<file path="src/verilog/afb_pkg.sv">
package afb_pkg;
    // Opcode fields of the two decoded instructions.
    localparam logic [5:0] AFB_OP_AND_FILE = 6'h05;
    localparam logic [7:0] AFB_OP_BR_CARRY = 8'he2;
    localparam int AFB_OP6_MSB = 15;
    localparam int AFB_OP6_LSB = 10;
    localparam int AFB_OP8_LSB = 8;
    localparam int AFB_DEST_BIT = 9;
    localparam int AFB_BANK_BIT = 8;
    // File address and branch offset share the low byte; its top bit is the sign.
    localparam int AFB_SIGN_BIT = 7;
    localparam int AFB_FILE_LSB = 0;
    localparam int AFB_FILE_WIDTH = 8;
    // Access bank split: low addresses hit bank 0, high ones the top bank.
    localparam logic [7:0] AFB_ACCESS_SPLIT = 8'h80;
    localparam logic [3:0] AFB_ACCESS_LOW_BANK = 4'h0;
    localparam logic [3:0] AFB_ACCESS_HIGH_BANK = 4'hf;
    localparam logic [20:0] AFB_PC_STEP = 21'h000002;
    localparam logic [20:0] AFB_PC_RESET = 21'h000000;
    localparam logic [7:0] AFB_BYTE_ZERO = 8'h00;
    localparam logic [15:0] AFB_WORD_ZERO = 16'h0000;
    localparam logic [11:0] AFB_ADDR_ZERO = 12'h000;
    // Four phases of one instruction cycle, one-hot.
    typedef enum logic [3:0] {
        AFB_Q1 = 4'b0001,
        AFB_Q2 = 4'b0010,
        AFB_Q3 = 4'b0100,
        AFB_Q4 = 4'b1000
    } afb_phase_type;
endpackage
</file>
<file path="src/verilog/afb_core.sv">
`timescale 1ns/1ps
// Operation
// - AND-with-file opcode 000101: AND accumulator with file, set only negative and zero.
// - Bank bit 0 uses the fixed access bank; 1 uses the bank-select register.
// - AND-with-file is one word, one cycle: decode, read, process, write.
// - Branch-on-carry opcode 0xe2: if carry, counter becomes counter plus 2 plus 2n.
// - Offset is signed -128..127, doubled, added to the already incremented counter.
// - Taken branch: counter written in fourth phase, then a no-operation cycle.
module afb_core
    import afb_pkg::*;
#(
    parameter int PC_WIDTH = 21
)
(
    input wire logic CLK,
    input wire logic RESET,
    input wire logic [15:0] INSTR,
    input wire logic [7:0] FILE_RDATA,
    input wire logic [3:0] BANK_SELECT_REGISTER,
    input wire logic CARRY,
    output logic [11:0] FILE_ADDR,
    output logic FILE_RD,
    output logic FILE_WR,
    output logic [7:0] FILE_WDATA,
    output logic [7:0] WORKING_ACCUMULATOR,
    output logic FLAG_N,
    output logic FLAG_Z,
    output logic [PC_WIDTH-1:0] PROGRAM_COUNTER,
    output logic FETCH,
    output logic BUSY
);
    afb_phase_type phase;
    logic [15:0] instr_ff;
    logic [7:0] operand_ff;
    logic [7:0] result_ff;
    logic flush_ff;
    logic is_and;
    logic is_bc;
    logic [11:0] nxt_addr;
    logic [PC_WIDTH-1:0] nxt_target;
    logic [PC_WIDTH-1:0] offset_ext;
    logic rd_request;
    logic taken;

    afb_phase_gen u_phase (
        .clk(CLK),
        .reset(RESET),
        .phase(phase)
    );

    // A flushed cycle decodes nothing, so the fetched word never acts twice.
    assign is_and = !flush_ff && (instr_ff[AFB_OP6_MSB:AFB_OP6_LSB] == AFB_OP_AND_FILE);
    assign is_bc = !flush_ff && (instr_ff[AFB_OP6_MSB:AFB_OP8_LSB] == AFB_OP_BR_CARRY);

    // Address forming from the word on the bus in the decode phase. Taking it from the bus
    // rather than from the latch lets the address and the read strobe stand together in the
    // read phase, so a plain combinational file answers in time for the operand capture.
    always_comb begin
        if (INSTR[AFB_BANK_BIT]) begin
            nxt_addr = {BANK_SELECT_REGISTER, INSTR[AFB_SIGN_BIT:AFB_FILE_LSB]};
        end else if (INSTR[AFB_SIGN_BIT:AFB_FILE_LSB] < AFB_ACCESS_SPLIT) begin
            nxt_addr = {AFB_ACCESS_LOW_BANK, INSTR[AFB_SIGN_BIT:AFB_FILE_LSB]};
        end else begin
            nxt_addr = {AFB_ACCESS_HIGH_BANK, INSTR[AFB_SIGN_BIT:AFB_FILE_LSB]};
        end
    end

    // A read is asked for only by an AND-with-file word outside a flushed cycle.
    assign rd_request = (INSTR[AFB_OP6_MSB:AFB_OP6_LSB] == AFB_OP_AND_FILE) && !BUSY;

    // The branch is taken only when the decoded word is a branch and carry is set.
    assign taken = is_bc && CARRY;

    // Sign-extended offset, doubled, added to the incremented counter.
    assign offset_ext = PC_WIDTH'({{(PC_WIDTH-AFB_FILE_WIDTH){instr_ff[AFB_SIGN_BIT]}},
        instr_ff[AFB_SIGN_BIT:AFB_FILE_LSB]});
    assign nxt_target = PC_WIDTH'(PROGRAM_COUNTER + (offset_ext << 1));

    // Instruction latch in the decode phase; the word is held for the cycle.
    always_ff @(posedge CLK or posedge RESET) begin
        if (RESET) begin
            instr_ff <= AFB_WORD_ZERO;
        end else if (phase == AFB_Q1) begin
            instr_ff <= INSTR;
        end
    end

    // Fetch strobe for the next word; the counter already points at it.
    always_ff @(posedge CLK or posedge RESET) begin
        if (RESET) begin
            FETCH <= 1'b0;
        end else begin
            FETCH <= (phase == AFB_Q4);
        end
    end

    // Program counter: step past the word in the decode phase, load the target in the write
    // phase. The step comes first, so the offset is added to the incremented value.
    always_ff @(posedge CLK or posedge RESET) begin
        if (RESET) begin
            PROGRAM_COUNTER <= PC_WIDTH'(AFB_PC_RESET);
        end else if (phase == AFB_Q1) begin
            PROGRAM_COUNTER <= PC_WIDTH'(PROGRAM_COUNTER + PC_WIDTH'(AFB_PC_STEP));
        end else if (phase == AFB_Q4 && taken) begin
            PROGRAM_COUNTER <= nxt_target;
        end
    end

    // Taken branch squashes the next cycle, which becomes a no-operation.
    always_ff @(posedge CLK or posedge RESET) begin
        if (RESET) begin
            flush_ff <= 1'b0;
        end else if (phase == AFB_Q4) begin
            flush_ff <= taken;
        end
    end

    // The busy flag shows the squashed cycle outside; it holds for all four phases, so a
    // word presented during it is ignored however its opcode decodes.
    always_ff @(posedge CLK or posedge RESET) begin
        if (RESET) begin
            BUSY <= 1'b0;
        end else if (phase == AFB_Q4) begin
            BUSY <= taken;
        end
    end

    // Read strobe for the read phase; a flushed cycle must not touch the file.
    always_ff @(posedge CLK or posedge RESET) begin
        if (RESET) begin
            FILE_RD <= 1'b0;
        end else begin
            FILE_RD <= (phase == AFB_Q1) && rd_request;
        end
    end

    // The address loads with the strobe and then holds, so it still names the same register
    // when the result goes back in the write phase.
    always_ff @(posedge CLK or posedge RESET) begin
        if (RESET) begin
            FILE_ADDR <= AFB_ADDR_ZERO;
        end else if (phase == AFB_Q1 && rd_request) begin
            FILE_ADDR <= nxt_addr;
        end
    end

    // Operand capture at the end of the read phase, while address and strobe still stand.
    always_ff @(posedge CLK or posedge RESET) begin
        if (RESET) begin
            operand_ff <= AFB_BYTE_ZERO;
        end else if (phase == AFB_Q2) begin
            operand_ff <= FILE_RDATA;
        end
    end

    // The AND itself is done in the process phase.
    always_ff @(posedge CLK or posedge RESET) begin
        if (RESET) begin
            result_ff <= AFB_BYTE_ZERO;
        end else if (phase == AFB_Q3) begin
            result_ff <= WORKING_ACCUMULATOR & operand_ff;
        end
    end

    // Flags follow the AND result only; the branch leaves them alone.
    always_ff @(posedge CLK or posedge RESET) begin
        if (RESET) begin
            FLAG_N <= 1'b0;
            FLAG_Z <= 1'b0;
        end else if (phase == AFB_Q4 && is_and) begin
            FLAG_N <= result_ff[AFB_SIGN_BIT];
            FLAG_Z <= (result_ff == AFB_BYTE_ZERO);
        end
    end

    // Accumulator destination in the write phase.
    always_ff @(posedge CLK or posedge RESET) begin
        if (RESET) begin
            WORKING_ACCUMULATOR <= AFB_BYTE_ZERO;
        end else if (phase == AFB_Q4 && is_and && !instr_ff[AFB_DEST_BIT]) begin
            WORKING_ACCUMULATOR <= result_ff;
        end
    end

    // File write strobe: a single clock, right after the write phase.
    always_ff @(posedge CLK or posedge RESET) begin
        if (RESET) begin
            FILE_WR <= 1'b0;
        end else begin
            FILE_WR <= (phase == AFB_Q4) && is_and && instr_ff[AFB_DEST_BIT];
        end
    end

    // Write data holds after the strobe, so a slow file may latch it late.
    always_ff @(posedge CLK or posedge RESET) begin
        if (RESET) begin
            FILE_WDATA <= AFB_BYTE_ZERO;
        end else if (phase == AFB_Q4 && is_and && instr_ff[AFB_DEST_BIT]) begin
            FILE_WDATA <= result_ff;
        end
    end
endmodule

</file>
<file path="src/verilog/afb_phase_gen.sv">
`timescale 1ns/1ps
module afb_phase_gen
    import afb_pkg::*;
(
    input wire logic clk,
    input wire logic reset,
    output afb_phase_type phase
);
    afb_phase_type phase_ff;
    afb_phase_type nxt_phase;

    // The phase ring advances one step per clock and wraps after the fourth.
    always_comb begin
        unique case (phase_ff)
            AFB_Q1: nxt_phase = AFB_Q2;
            AFB_Q2: nxt_phase = AFB_Q3;
            AFB_Q3: nxt_phase = AFB_Q4;
            AFB_Q4: nxt_phase = AFB_Q1;
            default: nxt_phase = AFB_Q1;
        endcase
    end

    // Reset parks the ring at the decode phase.
    always_ff @(posedge clk or posedge reset) begin
        if (reset) begin
            phase_ff <= AFB_Q1;
        end else begin
            phase_ff <= nxt_phase;
        end
    end

    assign phase = phase_ff;
endmodule

</file>
<file path="config.mk">
export PLATFORM = sky130hd
export DESIGN_NAME = afb_core
export DESIGN_NICKNAME = d
export VERILOG_FILES = /design/src/verilog/afb_pkg.sv /design/src/verilog/afb_core.sv /design/src/verilog/afb_phase_gen.sv
export SDC_FILE = /design/constraint.sdc
export NUM_CORES = 1
export LEC_CHECK = 0
export BUFFER_PORTS_ARGS = -buffer_cell sky130_fd_sc_hd__buf_2
export CAP_MARGIN = 0
export CORE_MARGIN = 2
export CORE_UTILIZATION = 59
export DETAILED_ROUTE_END_ITERATION = 8
export GPL_ROUTABILITY_DRIVEN = 0
export MAX_ROUTING_LAYER = met4
export PLACE_DENSITY = 0.85
export SYNTH_ARGS = -nofsm -noshare
export SYNTH_HDL_FRONTEND = slang
export SYNTH_SLANG_ARGS = --single-unit
</file>
<file path="constraint.sdc">
create_clock -name CLK -period 5.1 [get_ports CLK]
set_input_delay 1.02 -clock CLK [delete_from_list [all_inputs] [get_ports CLK]]
set_output_delay 1.02 -clock CLK [all_outputs]
set_load 0.1 [all_outputs]
</file>
=== Word-level counts from Yosys, hierarchy flattened ===
Index checks and enable logic that the tools add are counted.

* Bits in registers: 91
* Bits of input ports: 31
* Output and inout port bits: 55
* Logic and storage cells: 43

* Add/subtract/negate cells: 2
* Magnitude comparators: 1
* Eq/ne operators: 7
* Muxes and demuxes: 5
* Bitwise gates (word level): 1
* Reduce and logical (&&, ||, !) cells: 13

{| class="wikitable"
|+ Operators by type and width
! operator !! count
|-
| 2-to-1 mux 21 bit || 2
|-
| 2-to-1 mux 12 bit || 2
|-
| adder 21 x 2 -> 21 bit (second input constant) || 1
|-
| adder 21 bit || 1
|-
| equality test 6 x 3 -> 1 bit (second input constant) || 2
|-
| case mux 4 bit (3 select lines) || 1
|-
| logical AND 1 bit || 9
|-
| AND 8 bit || 1
|-
| equality test 8 bit (second input constant) || 1
|-
| zero test 8 bit || 1
|-
| less-than comparator 8 bit (second input constant) || 1
|-
| equality test 4 x 1 -> 1 bit (second input constant) || 1
|-
| equality test 4 x 2 -> 1 bit (second input constant) || 1
|-
| equality test 4 x 3 -> 1 bit (second input constant) || 1
|-
| equality test 4 bit (second input constant) || 1
|-
| zero test 1 bit || 2
|-
| nonzero test 2 bit || 1
|}

=== Depth between registers and ports, before layout ===
Gate-level depths: netlist of the first run.

* Word-level depth: 6
* Gate-level depth with buffers: 12
* Gate-level depth less buffers: 10

=== By module ===
A second synthesis of the first run with hierarchy kept.

* Cell total of the unflattened synthesis: 387
* Area total of the unflattened synthesis: 4127.7 um^2

{| class="wikitable"
|+ By module, submodules not included
! module !! instances !! cells an instance !! area each (um^2) !! seq. area each (um^2)
|-
| afb_core || 1 || 375 || 3971.3 || 2152.1
|-
| afb_phase_gen || 1 || 12 || 156.4 || 101.3
|}

=== Least setup slack after synthesis of the first run ===
Ideal clock, no wire load.

* Kind: register -> register
* Start: register u_phase.phase_ff[0], in the netlist u_phase.phase[0]
* End: register PROGRAM_COUNTER[15]
* Library setup time: 165 ps
* Data arrival time: 3053 ps
* Data required time: 4935 ps
* Slack: 1882 ps
* Cell stages (with the launch flop): 13
* Path buffers: 2
* Period minus slack after synthesis: 3218 ps
* Path through: dfstp_2 or4b_4 buf_6 clkbuf_1 nand2b_1 ha_1 fa_1 a211oi_1 nor2_1 o22ai_1 or4_1 mux2i_1 xor2_1

* Longest elaborated chain between the ends: 3
* Elaborated cells between the ends (all ways): 5
* Classes of those cells: eq/ne (2); mux (1); reduce/logical (2)

{| class="wikitable"
|+ RTL lines
! what !! line !! source
|-
| start: declaration || afb_phase_gen.sv:9 || <nowiki>afb_phase_type phase_ff;</nowiki>
|-
| start signal: assignment || afb_phase_gen.sv:28 || <nowiki>phase_ff <= nxt_phase;</nowiki>
|-
| equality test 4 bit || afb_core.sv:104 || <nowiki>end else if (phase == AFB_Q4 && taken) begin</nowiki>
|-
| logical AND 1 bit || afb_core.sv:104 ||
|-
| nonzero test 2 bit (no source line) || - ||
|-
| end signal: assignment || afb_core.sv:101 || <nowiki>PROGRAM_COUNTER <= PC_WIDTH'(AFB_PC_RESET);</nowiki>
|-
| end signal: assignment || afb_core.sv:103 || <nowiki>PROGRAM_COUNTER <= PC_WIDTH'(PROGRAM_COUNTER + PC_WIDTH'(AFB_PC_STEP));</nowiki>
|-
| end signal: assignment || afb_core.sv:105 || <nowiki>PROGRAM_COUNTER <= nxt_target;</nowiki>
|-
| end: declaration || afb_core.sv:28 || <nowiki>output logic [PC_WIDTH-1:0] PROGRAM_COUNTER,</nowiki>
|}

Parallel ways exist; a longest one is shown, timed or not.
A chain may end at the register's enable or synchronous reset.

=== Worst setup path in the final report of the first run ===
* Start: register u_phase.phase_ff[0], in the netlist u_phase.phase[0]
* End: register PROGRAM_COUNTER[18]

Same word-level chain as after synthesis.

==> qor.txt, run 1 <==
Synth area leaders -> dfrtp_1 55%, nand2_1 9.0%, mux2_2 6.9%
DR iter-0 viols -> 161
Avg Cell Area, Syn -> 10.5 µm²
Tightest Pin Transition -> 1.20 ns
Max Root-Sink Buffers -> 2
crit path kind -> flop to flop
WP data required -> 5.34 ns
path depth of the worst reg2reg path -> 9
skew final -> 0.0123 ns
Clock transition at path regs -> 0.10 ns
drt wl/cell -> 15.2 µm
antenna violations before repair -> 0
hpwl dp -> 6.03 mm
Synth cell types -> 50
fmax -> 281 MHz
Cells after Synth -> 388
Core Rows -> 30
CP endpoint -> PROGRAM_COUNTER[18]$_DFFE_PP0P_
ys async rst share -> 100%
Non-Filler Instances -> 555
Syn. warnings -> 0
vias in the first global route -> 2925
Die ar. -> 7590 µm²
Inserted Diodes -> 0
layout cells sized above 1 -> 28.4%
PortBufs -> 84
Critical Path AT -> 3.80 ns
status -> finished, final reports clean
fin crit period -> 3.55 ns
crit start category -> flop
CTS buffer count -> 9
CTS tree -> yes
Synth Flop Type -> dfrtp_1
Worst R2R Start -> u_phase.phase[0]$_DFF_PP1_
max-cap violations -> 0
Root Driver -> clkbuf_8
RR Endpoint -> PROGRAM_COUNTER[18]$_DFFE_PP0P_
final WL -> 8.46 mm
Post-synth EDFFs -> 0
CP endpoint kind -> flop
Synth Net Count -> 427
Die H -> 87.1 µm
routed via count -> 3105
CP Launch Point -> u_phase.phase[0]$_DFF_PP1_
largest net degree at the start of global routing -> 66
Tot GR Track Use -> 24.0%
# Post-CTS Setup Buffers -> 0
area delta synth->final -> 16.1%
post-route ant nets -> 0
R2R Setup Slk -> 1.55 ns
pwr dens -> 301 nW/µm²
area post-placement -> 4540 µm²
Crit Path Max Fanout -> 23
Sink Count -> 90
Slew headroom -> 19.7%
htree depth -> 3
grt total ovfl -> 0
TNS Setup -> 0 ns
I/O Pins -> 86
Final #Nets -> 509
fin crit share -> 69.7%
# setup viols final -> 0
die width -> 87.1 µm
Final Hold Viols -> 0
Hold WC Path Type -> flop to flop
core footprint -> 6760 µm²
Util after Layout -> 70.0%
Remaining DRCs -> 0
Vias/cell -> 5.59
#FFs+latches synth -> 90
post-synth top area share -> 54.7%
RSZ-0062 raised after global routing -> no
Fillers -> 502
hold buffers post-CTS -> 0
worst skew pair latency -> 0.36 ns
Seq/Total Area, Yosys -> 55.3%
Initial Util -> 60.3%
fin area -> 4730 µm²
Post-CTS Resized -> 0
Placed Cells -> 539
leakage -> 0.00251 µW
first-pass GRT wire length -> 13.8 mm
pins over their slew limit -> 0
Mapped Area -> 4080 µm²
Max VDD drop -> 0.291 mV
DRT Pass-1 Iters -> 5
area leader, netlist -> dfrtp_1
## layout make-up
| class | instances | area [µm²] | area share [%] |
|---|---|---|---|
| clock buffers | 9 | 124 | 2.62 |
| multi-input cells | 276 | 1720 | 36.5 |
| well taps | 80 | 100 | 2.12 |
| inverters | 8 | 31.3 | 0.661 |
| repair buffers | 85 | 428 | 9.05 |
| flip-flops and latches | 90 | 2250 | 47.6 |
| clock inverters | 7 | 68.8 | 1.46 |
## state kept, by name (all words and copies together) (netlist names), 4 cells and up
register and count:
result_ff 8, FILE_ADDR 12, instr_ff 16, u_phase.phase 4, WORKING_ACCUMULATOR 8, PROGRAM_COUNTER 20
operand_ff 8, FILE_WDATA 8
## worst min-delay path by stage
stage	start	end	slack, ns	depth (start not counted)
6_report	PROGRAM_COUNTER[20]$_DFFE_PP0P_	PROGRAM_COUNTER[20]$_DFFE_PP0P_	0.47	1
5_1_grt	PROGRAM_COUNTER[20]$_DFFE_PP0P_	PROGRAM_COUNTER[20]$_DFFE_PP0P_	0.50	1
4_1_cts	PROGRAM_COUNTER[20]$_DFFE_PP0P_	PROGRAM_COUNTER[20]$_DFFE_PP0P_	0.47	1
3_5_place_dp	PROGRAM_COUNTER[20]$_DFFE_PP0P_	PROGRAM_COUNTER[20]$_DFFE_PP0P_	0.46	1
3_3_place_gp	PROGRAM_COUNTER[20]$_DFFE_PP0P_	PROGRAM_COUNTER[20]$_DFFE_PP0P_	0.45	1
2_1_floorplan	instr_ff[0]$_DFFE_PP0P_	instr_ff[0]$_DFFE_PP0P_	0.44	2
## metal layers
metal  up-vias  track usage (%)  wire, µm
met4         0             8.25       112
met3        14             4.64       455
met2       104             36.9      4120
met1      1488             32.3      3770
met5         -                -         0
li1       1499                -         -
## where the power goes
group / internal [µW] / leakage [µW] / switching, µW
Combinational: 38.6 / 0.00126 / 153
Clock: 193 / 0.000100 / 284
Sequential: 736 / 0.00115 / 16.6
## cell usage in the layout, fill, tap and decap left out, drive strengths merged, types with 2 or more instances in the layout
cell type,synthesis,routed
ha,7,7
nor2b,2,2
and2,10,10
nor4b,2,2
nand2,98,98
a211oi,3,3
nand4b,3,3
nor2,12,12
clkinv,2,5
or4b,3,3
inv,6,10
buf,7,85
nor3,3,3
a21o,8,8
mux2i,4,4
nand4,3,3
or4,3,3
and3,4,4
dfrtp,89,89
clkbuf,7,9
a21oi,15,15
nand3,16,16
mux2,25,25
xnor2,10,10
and3b,2,2
o21ai,15,15
nand3b,2,2
xor2,8,8
nor4,6,6
## kinds of logic after synthesis
kind of cell,synth area share (%)
compound gates,6.54
xor+xnor,3.87
fa+ha+maj,2.64
buf+inv,2.55
flops,55.3
mux,7.89
other cells,0.0920
simple gates,21.1
## stage by stage
step	setup slack [ns]	hold WS, ns	power, µW
finish	1.55	0.471	1420
global route	1.37	0.503	1470
CTS	1.55	0.474	1430
detailed placement	1.58	0.460	959
global placement	1.72	0.453	954
floorplan	1.75	0.437	915
## synth_stat cells (4+ instances only)
library cell and count:
a21oi_1 14, xnor2_1 10, xor2_1 8, and2_1 8, a21o_1 8, clkbuf_1 7
nor2_1 12, nand3_1 16, inv_1 5, nor4_1 6, dfrtp_1 89, ha_1 7
o21ai_0 15, nand2_1 98, and3_1 4, mux2i_1 4, mux2_2 25
## worst max-delay path: stages, from the launching register on
cell	delay (ns)
dfstp_2	0.59
or4b_4	0.61
and2_1	0.26
ha_1	0.32
a211oi_1	0.27
o311ai_0	0.18
a21oi_1	0.63
mux2i_1	0.31
nand3_1	0.12
xnor2_1	0.15
(Power assumes the default switching activity.)
==> run 2: changes to the inputs <==
Settings changed: CORE_UTILIZATION 59 to 54, PLACE_DENSITY 0.85 to 0.79.
Clock period 5.1 ns to 3.45 ns, I/O delays scaled along.
==> qor.txt, run 2 (synthesis gave the netlist of run 1 again) <==
WP data required -> 3.73 ns (-1.61 ns)
vias in the first global route -> 3181 (+8.8%)
layout cells sized above 1 -> 29.5% (+1.1 points)
crit path kind -> flop to flop
core footprint -> 7290 µm² (+7.9%)
Clock transition at path regs -> 0.10 ns (about the same)
Die H -> 90.9 µm (+4.3%)
leakage -> 0.00255 µW (+1.6%)
skew final -> 0.00910 ns (-0.00324 ns)
drt wl/cell -> 15.1 µm (-1.0%)
antenna violations before repair -> 0 (unchanged)
Inserted Diodes -> 0 (unchanged)
area post-placement -> 4600 µm² (+1.4%)
post-route ant nets -> 0 (unchanged)
Pwr Total -> 2230 µW (+57%)
CTS tree -> yes
hpwl dp -> 6.22 mm (+3.2%)
largest register by flop count -> PROGRAM_COUNTER
Max VDD drop -> 0.354 mV (+22%)
fin crit period -> 3.27 ns (-0.289 ns)
Vias/cell -> 5.37 (-4.0%)
largest net degree at the start of global routing -> 58 (-12%)
Root Driver -> clkbuf_8
Slew headroom -> 38.1% (+18 points)
CTS buffer count -> 9 (unchanged)
routed via count -> 3116 (+0.35%)
final WL -> 8.75 mm (+3.4%)
fin area -> 4840 µm² (+2.4%)
Final #Nets -> 515 (+1.2%)
Util after Layout -> 66.4% (-3.6 points)
Critical Path AT -> 3.54 ns (-0.26 ns)
DR iter-0 viols -> 176 (+9.3%)
CP endpoint kind -> flop
fin crit share -> 94.7% (+25 points)
Max Root-Sink Buffers -> 2 (unchanged)
pwr dens -> 461 nW/µm² (+53%)
Post-CTS Resized -> 0 (unchanged)
worst skew pair latency -> 0.36 ns (about the same)
Tightest Pin Transition -> 0.929 ns (-0.273 ns)
Remaining DRCs -> 0 (unchanged)
PortBufs -> 84 (unchanged)
max reg flops -> 20 (unchanged)
commonest non-fill, non-tap cells in the layout -> 98 x nand2_1, 89 x dfrtp_1, 84 x buf_2
hold buffers post-CTS -> 0 (unchanged)
Core Rows -> 31 (+3.3%)
Hold WC Path Type -> flop to flop
DRT Pass-1 Iters -> 4 (-1)
Sink Count -> 90 (unchanged)
crit start category -> flop
Fillers -> 610 (+22%)
area delta synth->final -> 18.9%
TNS Setup -> 0 ns (unchanged)
htree depth -> 3 (unchanged)
status -> finished, final reports clean
grt total ovfl -> 0 (unchanged)
die width -> 90.9 µm (+4.3%)
Die ar. -> 8260 µm² (+8.8%)
Final Hold Viols -> 0 (unchanged)
Worst Hold Margin -> 0.481 ns (+0.0103 ns)
Tot GR Track Use -> 23.2% (-0.81 points)
# Post-CTS Setup Buffers -> 0 (unchanged)
I/O Pins -> 86 (unchanged)
max-cap violations -> 0 (unchanged)
fmax -> 306 MHz (+8.8%)
Crit Path Max Fanout -> 12 (-48%)
top flop regs -> PROGRAM_COUNTER: 20 flops, instr_ff: 16 flops, FILE_ADDR: 12 flops
RSZ-0062 raised after global routing -> no
pins over their slew limit -> 0 (unchanged)
Initial Util -> 55.9% (-4.4 points)
first-pass GRT wire length -> 14.9 mm (+8.5%)
# setup viols final -> 0 (unchanged)
commonest non-fill, non-tap cell in the layout -> nand2_1
run 2: cell count changes in the layout (fill, tap and decap cells not counted):
cell        change
buf_4           +5
inv_6           -2
clkinv_4        -1
bufinv_16       +2
clkinvlp_4      +1
or4b_2          +1
ha_2            +1
ha_1            -1
run 2: area by class of cell:
type                    instances  area (µm²)  share of cell area [%]
flip-flops and latches         90        2250                    46.5
clock inverters                 7         110                    2.27
inverters                       8        31.3                   0.646
multi-input cells             277        1740                    35.8
clock buffers                   9         124                    2.56
repair buffers                 90         465                    9.61
well taps                      99         124                    2.56
run 2: where the power goes:
group          switching, µW  total [µW]  internal [µW]
clock network            410         835            424
logic                    225         283           58.3
registers               25.0        1110           1090
total                    660        2230           1570
run 2: path summary, 6_finish.rpt:
path | slack, ns | depth (start not counted) | startpoint | to
max in group asynchronous | 2.17 | 3 | RESET | FILE_ADDR[3]$_DFFE_PP0P_
min in group asynchronous | 0.49 | 2 | RESET | FILE_ADDR[10]$_DFFE_PP0P_
max reg2reg | 0.18 | 10 | u_phase.phase[0]$_DFF_PP1_ | PROGRAM_COUNTER[15]$_DFFE_PP0P_
max | 0.18 | 10 | u_phase.phase[0]$_DFF_PP1_ | PROGRAM_COUNTER[15]$_DFFE_PP0P_
min reg2reg | 0.48 | 1 | PROGRAM_COUNTER[20]$_DFFE_PP0P_ | PROGRAM_COUNTER[20]$_DFFE_PP0P_
min | 0.48 | 1 | PROGRAM_COUNTER[20]$_DFFE_PP0P_ | PROGRAM_COUNTER[20]$_DFFE_PP0P_
run 2: critical path: stages (launching register included):
cell and delay, ns:
dfstp_2 0.60, or4b_4 0.56, and2_1 0.22, ha_2 0.39
a211oi_1 0.09, nor2_1 0.19, o22ai_1 0.10, buf_4 0.18
or4_1 0.50, mux2i_1 0.17, xor2_1 0.18
run 2: layer usage:
| metal | vias to the layer above | wire length (µm) | part of all wire [%] | global-route usage, % |
|---|---|---|---|---|
| met1 | 1510 | 3860 | 44 | 29.7 |
| met5 | - | 0 | 0 | - |
| li1 | 1508 | - | - | - |
| met2 | 83 | 4360 | 50 | 37.3 |
| met3 | 15 | 386 | 4.4 | 3.76 |
| met4 | 0 | 139 | 1.6 | 9.34 |
run 2: stage by stage:
step	setup slack [ns]	cells
2_1_floorplan	0.232	388
3_3_place_gp	0.287	563
3_5_place_dp	0.152	563
4_1_cts	0.121	579
5_1_grt	0.0146	580
6_report	0.184	580
==> run 3: changes to the inputs <==
Settings changed: HOLD_SLACK_MARGIN set to 0.08, PLACE_DENSITY 0.79 to 0.89.
==> qor.txt, run 3 (synthesis gave the netlist of run 1 again) <==
Setup Slack @ Placement -> 0.249 ns (+0.0966 ns)
setup ws final -> 0.123 ns (-0.0614 ns)
area post-placement -> 4610 µm² (+0.33%)
critical path's top delay family -> simple AND/OR/NAND/NOR gates
largest register by flop count -> PROGRAM_COUNTER
largest net degree at the start of global routing -> 51 (-12%)
TNS Setup -> 0 ns (unchanged)
worst path cell trace -> or4b_4 > nand2b_1 > ha_1 > fa_1 > a211oi_1 > nor2_1 > o22ai_1 > buf_4 > or4_1 > mux2i_1 > xor2_1
worst skew pair latency -> 0.36 ns (about the same)
Root Driver -> clkbuf_8
die width -> 90.9 µm (unchanged)
Hold WC Path Type -> primary input to async pin
Clk pwr share -> 38.7% (+1.3 points)
# Post-CTS Setup Buffers -> 0 (unchanged)
Pwr Total -> 2290 µW (+2.7%)
WP data required -> 3.74 ns (about the same)
max-cap violations -> 0 (unchanged)
post-route ant nets -> 0 (unchanged)
antenna violations before repair -> 0 (unchanged)
CTS tree -> yes
Tightest Pin Transition -> 0.835 ns (-0.0940 ns)
# setup viols final -> 0 (unchanged)
Slew headroom -> 44.3% (+6.2 points)
I/O Pins -> 86 (unchanged)
pins over their slew limit -> 0 (unchanged)
DR iter-0 viols -> 182 (+3.4%)
Core Rows -> 31 (unchanged)
Slowest-stage cell, CP -> dfstp_2
fmax -> 301 MHz (-1.8%)
routed via count -> 3271 (+5.0%)
Placed Cells -> 565 (+0.36%)
leakage -> 0.00257 µW (+0.70%)
Sink Count -> 90 (unchanged)
Seq pwr share -> 48.6% (-1.3 points)
fin crit share -> 96.4% (+1.8 points)
area delta synth->final -> 19.3%
final WL -> 9.22 mm (+5.4%)
status -> finished, final reports clean
hpwl dp -> 6.51 mm (+4.5%)
RSZ-0062 raised after global routing -> no
hold buffers post-CTS -> 0 (unchanged)
fin area -> 4860 µm² (+0.34%)
pwr dens -> 471 nW/µm² (+2.3%)
Critical Path AT -> 3.61 ns (+0.07 ns)
Die ar. -> 8260 µm² (unchanged)
internal cell power -> 1640 µW (+4.1%)
switching power -> 655 µW (-0.68%)
Non-Filler Instances -> 581 (+0.17%)
PortBufs -> 84 (unchanged)
Die H -> 90.9 µm (unchanged)
Vias/cell -> 5.63 (+4.8%)
Inserted Diodes -> 0 (unchanged)
commonest non-fill, non-tap cell in the layout -> nand2_1
first-pass GRT wire length -> 15.4 mm (+3.0%)
Remaining DRCs -> 0 (unchanged)
CP max stage delay -> 0.58 ns (-0.02 ns)
Post-CTS Resized -> 0 (unchanged)
Crit Path Max Fanout -> 10 (-2)
CP endpoint kind -> flop
Initial Util -> 55.9% (unchanged)
Max VDD drop -> 0.274 mV (-23%)
vias in the first global route -> 3238 (+1.8%)
commonest non-fill, non-tap cells in the layout -> 98 x nand2_1, 89 x dfrtp_1, 84 x buf_2
crit path kind -> flop to flop
CTS buffer count -> 9 (unchanged)
Tot GR Track Use -> 24.0% (+0.76 points)
skew final -> 0.0107 ns (+0.00163 ns)
crit start category -> flop
worst path buffer plus inverter count -> 1 (unchanged)
fin crit period -> 3.33 ns (+0.0614 ns)
Max Root-Sink Buffers -> 2 (unchanged)
htree depth -> 3 (unchanged)
layout cells sized above 1 -> 29.5% (-0.061 points)
core footprint -> 7290 µm² (unchanged)
Final #Nets -> 516 (+0.19%)
grt total ovfl -> 0 (unchanged)
Clock transition at path regs -> 0.09 ns (about the same)
DRT Pass-1 Iters -> 5 (+1)
Final Hold Viols -> 0 (unchanged)
Comb power frac -> 12.6% (about the same)
top flop regs -> PROGRAM_COUNTER: 20 flops, instr_ff: 16 flops, FILE_ADDR: 12 flops
max reg flops -> 20 (unchanged)
Sw Share -> 28.6% (-0.97 points)
drt wl/cell -> 15.9 µm (+5.2%)
[run 3: power groups by stage]
| stage | Sequential [µW] | Combinational, µW | Clock [µW] |
|---|---|---|---|
| after detailed placement | 1130 | 287 | 0 |
| after global placement | 1130 | 280 | 0 |
| after CTS | 1110 | 290 | 896 |
| final | 1110 | 289 | 887 |
| after floorplan | 1280 | 76.1 | 0 |
| after global routing | 1120 | 306 | 935 |
[run 3: final cells by class]
type	count	area, µm²
flip-flops and latches	90	2250
well taps	99	124
clock buffers	9	124
multi-input cells	276	1720
clock inverters	7	124
inverters	8	31.3
fillers	598	2430
repair buffers	92	480
[run 3: path summary, 6_finish.rpt]
path	start	to	slack, ns	depth (start not counted)
max	u_phase.phase[0]$_DFF_PP1_	PROGRAM_COUNTER[15]$_DFFE_PP0P_	0.12	11
min	RESET	FILE_ADDR[10]$_DFFE_PP0P_	0.46	2
min in group CLK	PROGRAM_COUNTER[20]$_DFFE_PP0P_	PROGRAM_COUNTER[20]$_DFFE_PP0P_	0.48	1
min reg2reg	PROGRAM_COUNTER[20]$_DFFE_PP0P_	PROGRAM_COUNTER[20]$_DFFE_PP0P_	0.48	1
max in group asynchronous	RESET	u_phase.phase[0]$_DFF_PP1_	2.12	3
max reg2reg	u_phase.phase[0]$_DFF_PP1_	PROGRAM_COUNTER[15]$_DFFE_PP0P_	0.12	11
[run 3: routing by layer]
layer	GRT usage [%]	part of all wire, %
met3	3.59	5.3
met2	37.1	49
met4	11.2	3.3
met5	-	0
met1	31.4	43
[run 3: metrics by stage]
stage               hold slack [ns]  utilization [%]
floorplan                     0.437                -
global placement              0.452             63.3
detailed placement            0.466             63.3
CTS                           0.475             66.7
global route                  0.490             66.7
finish                        0.456             66.7
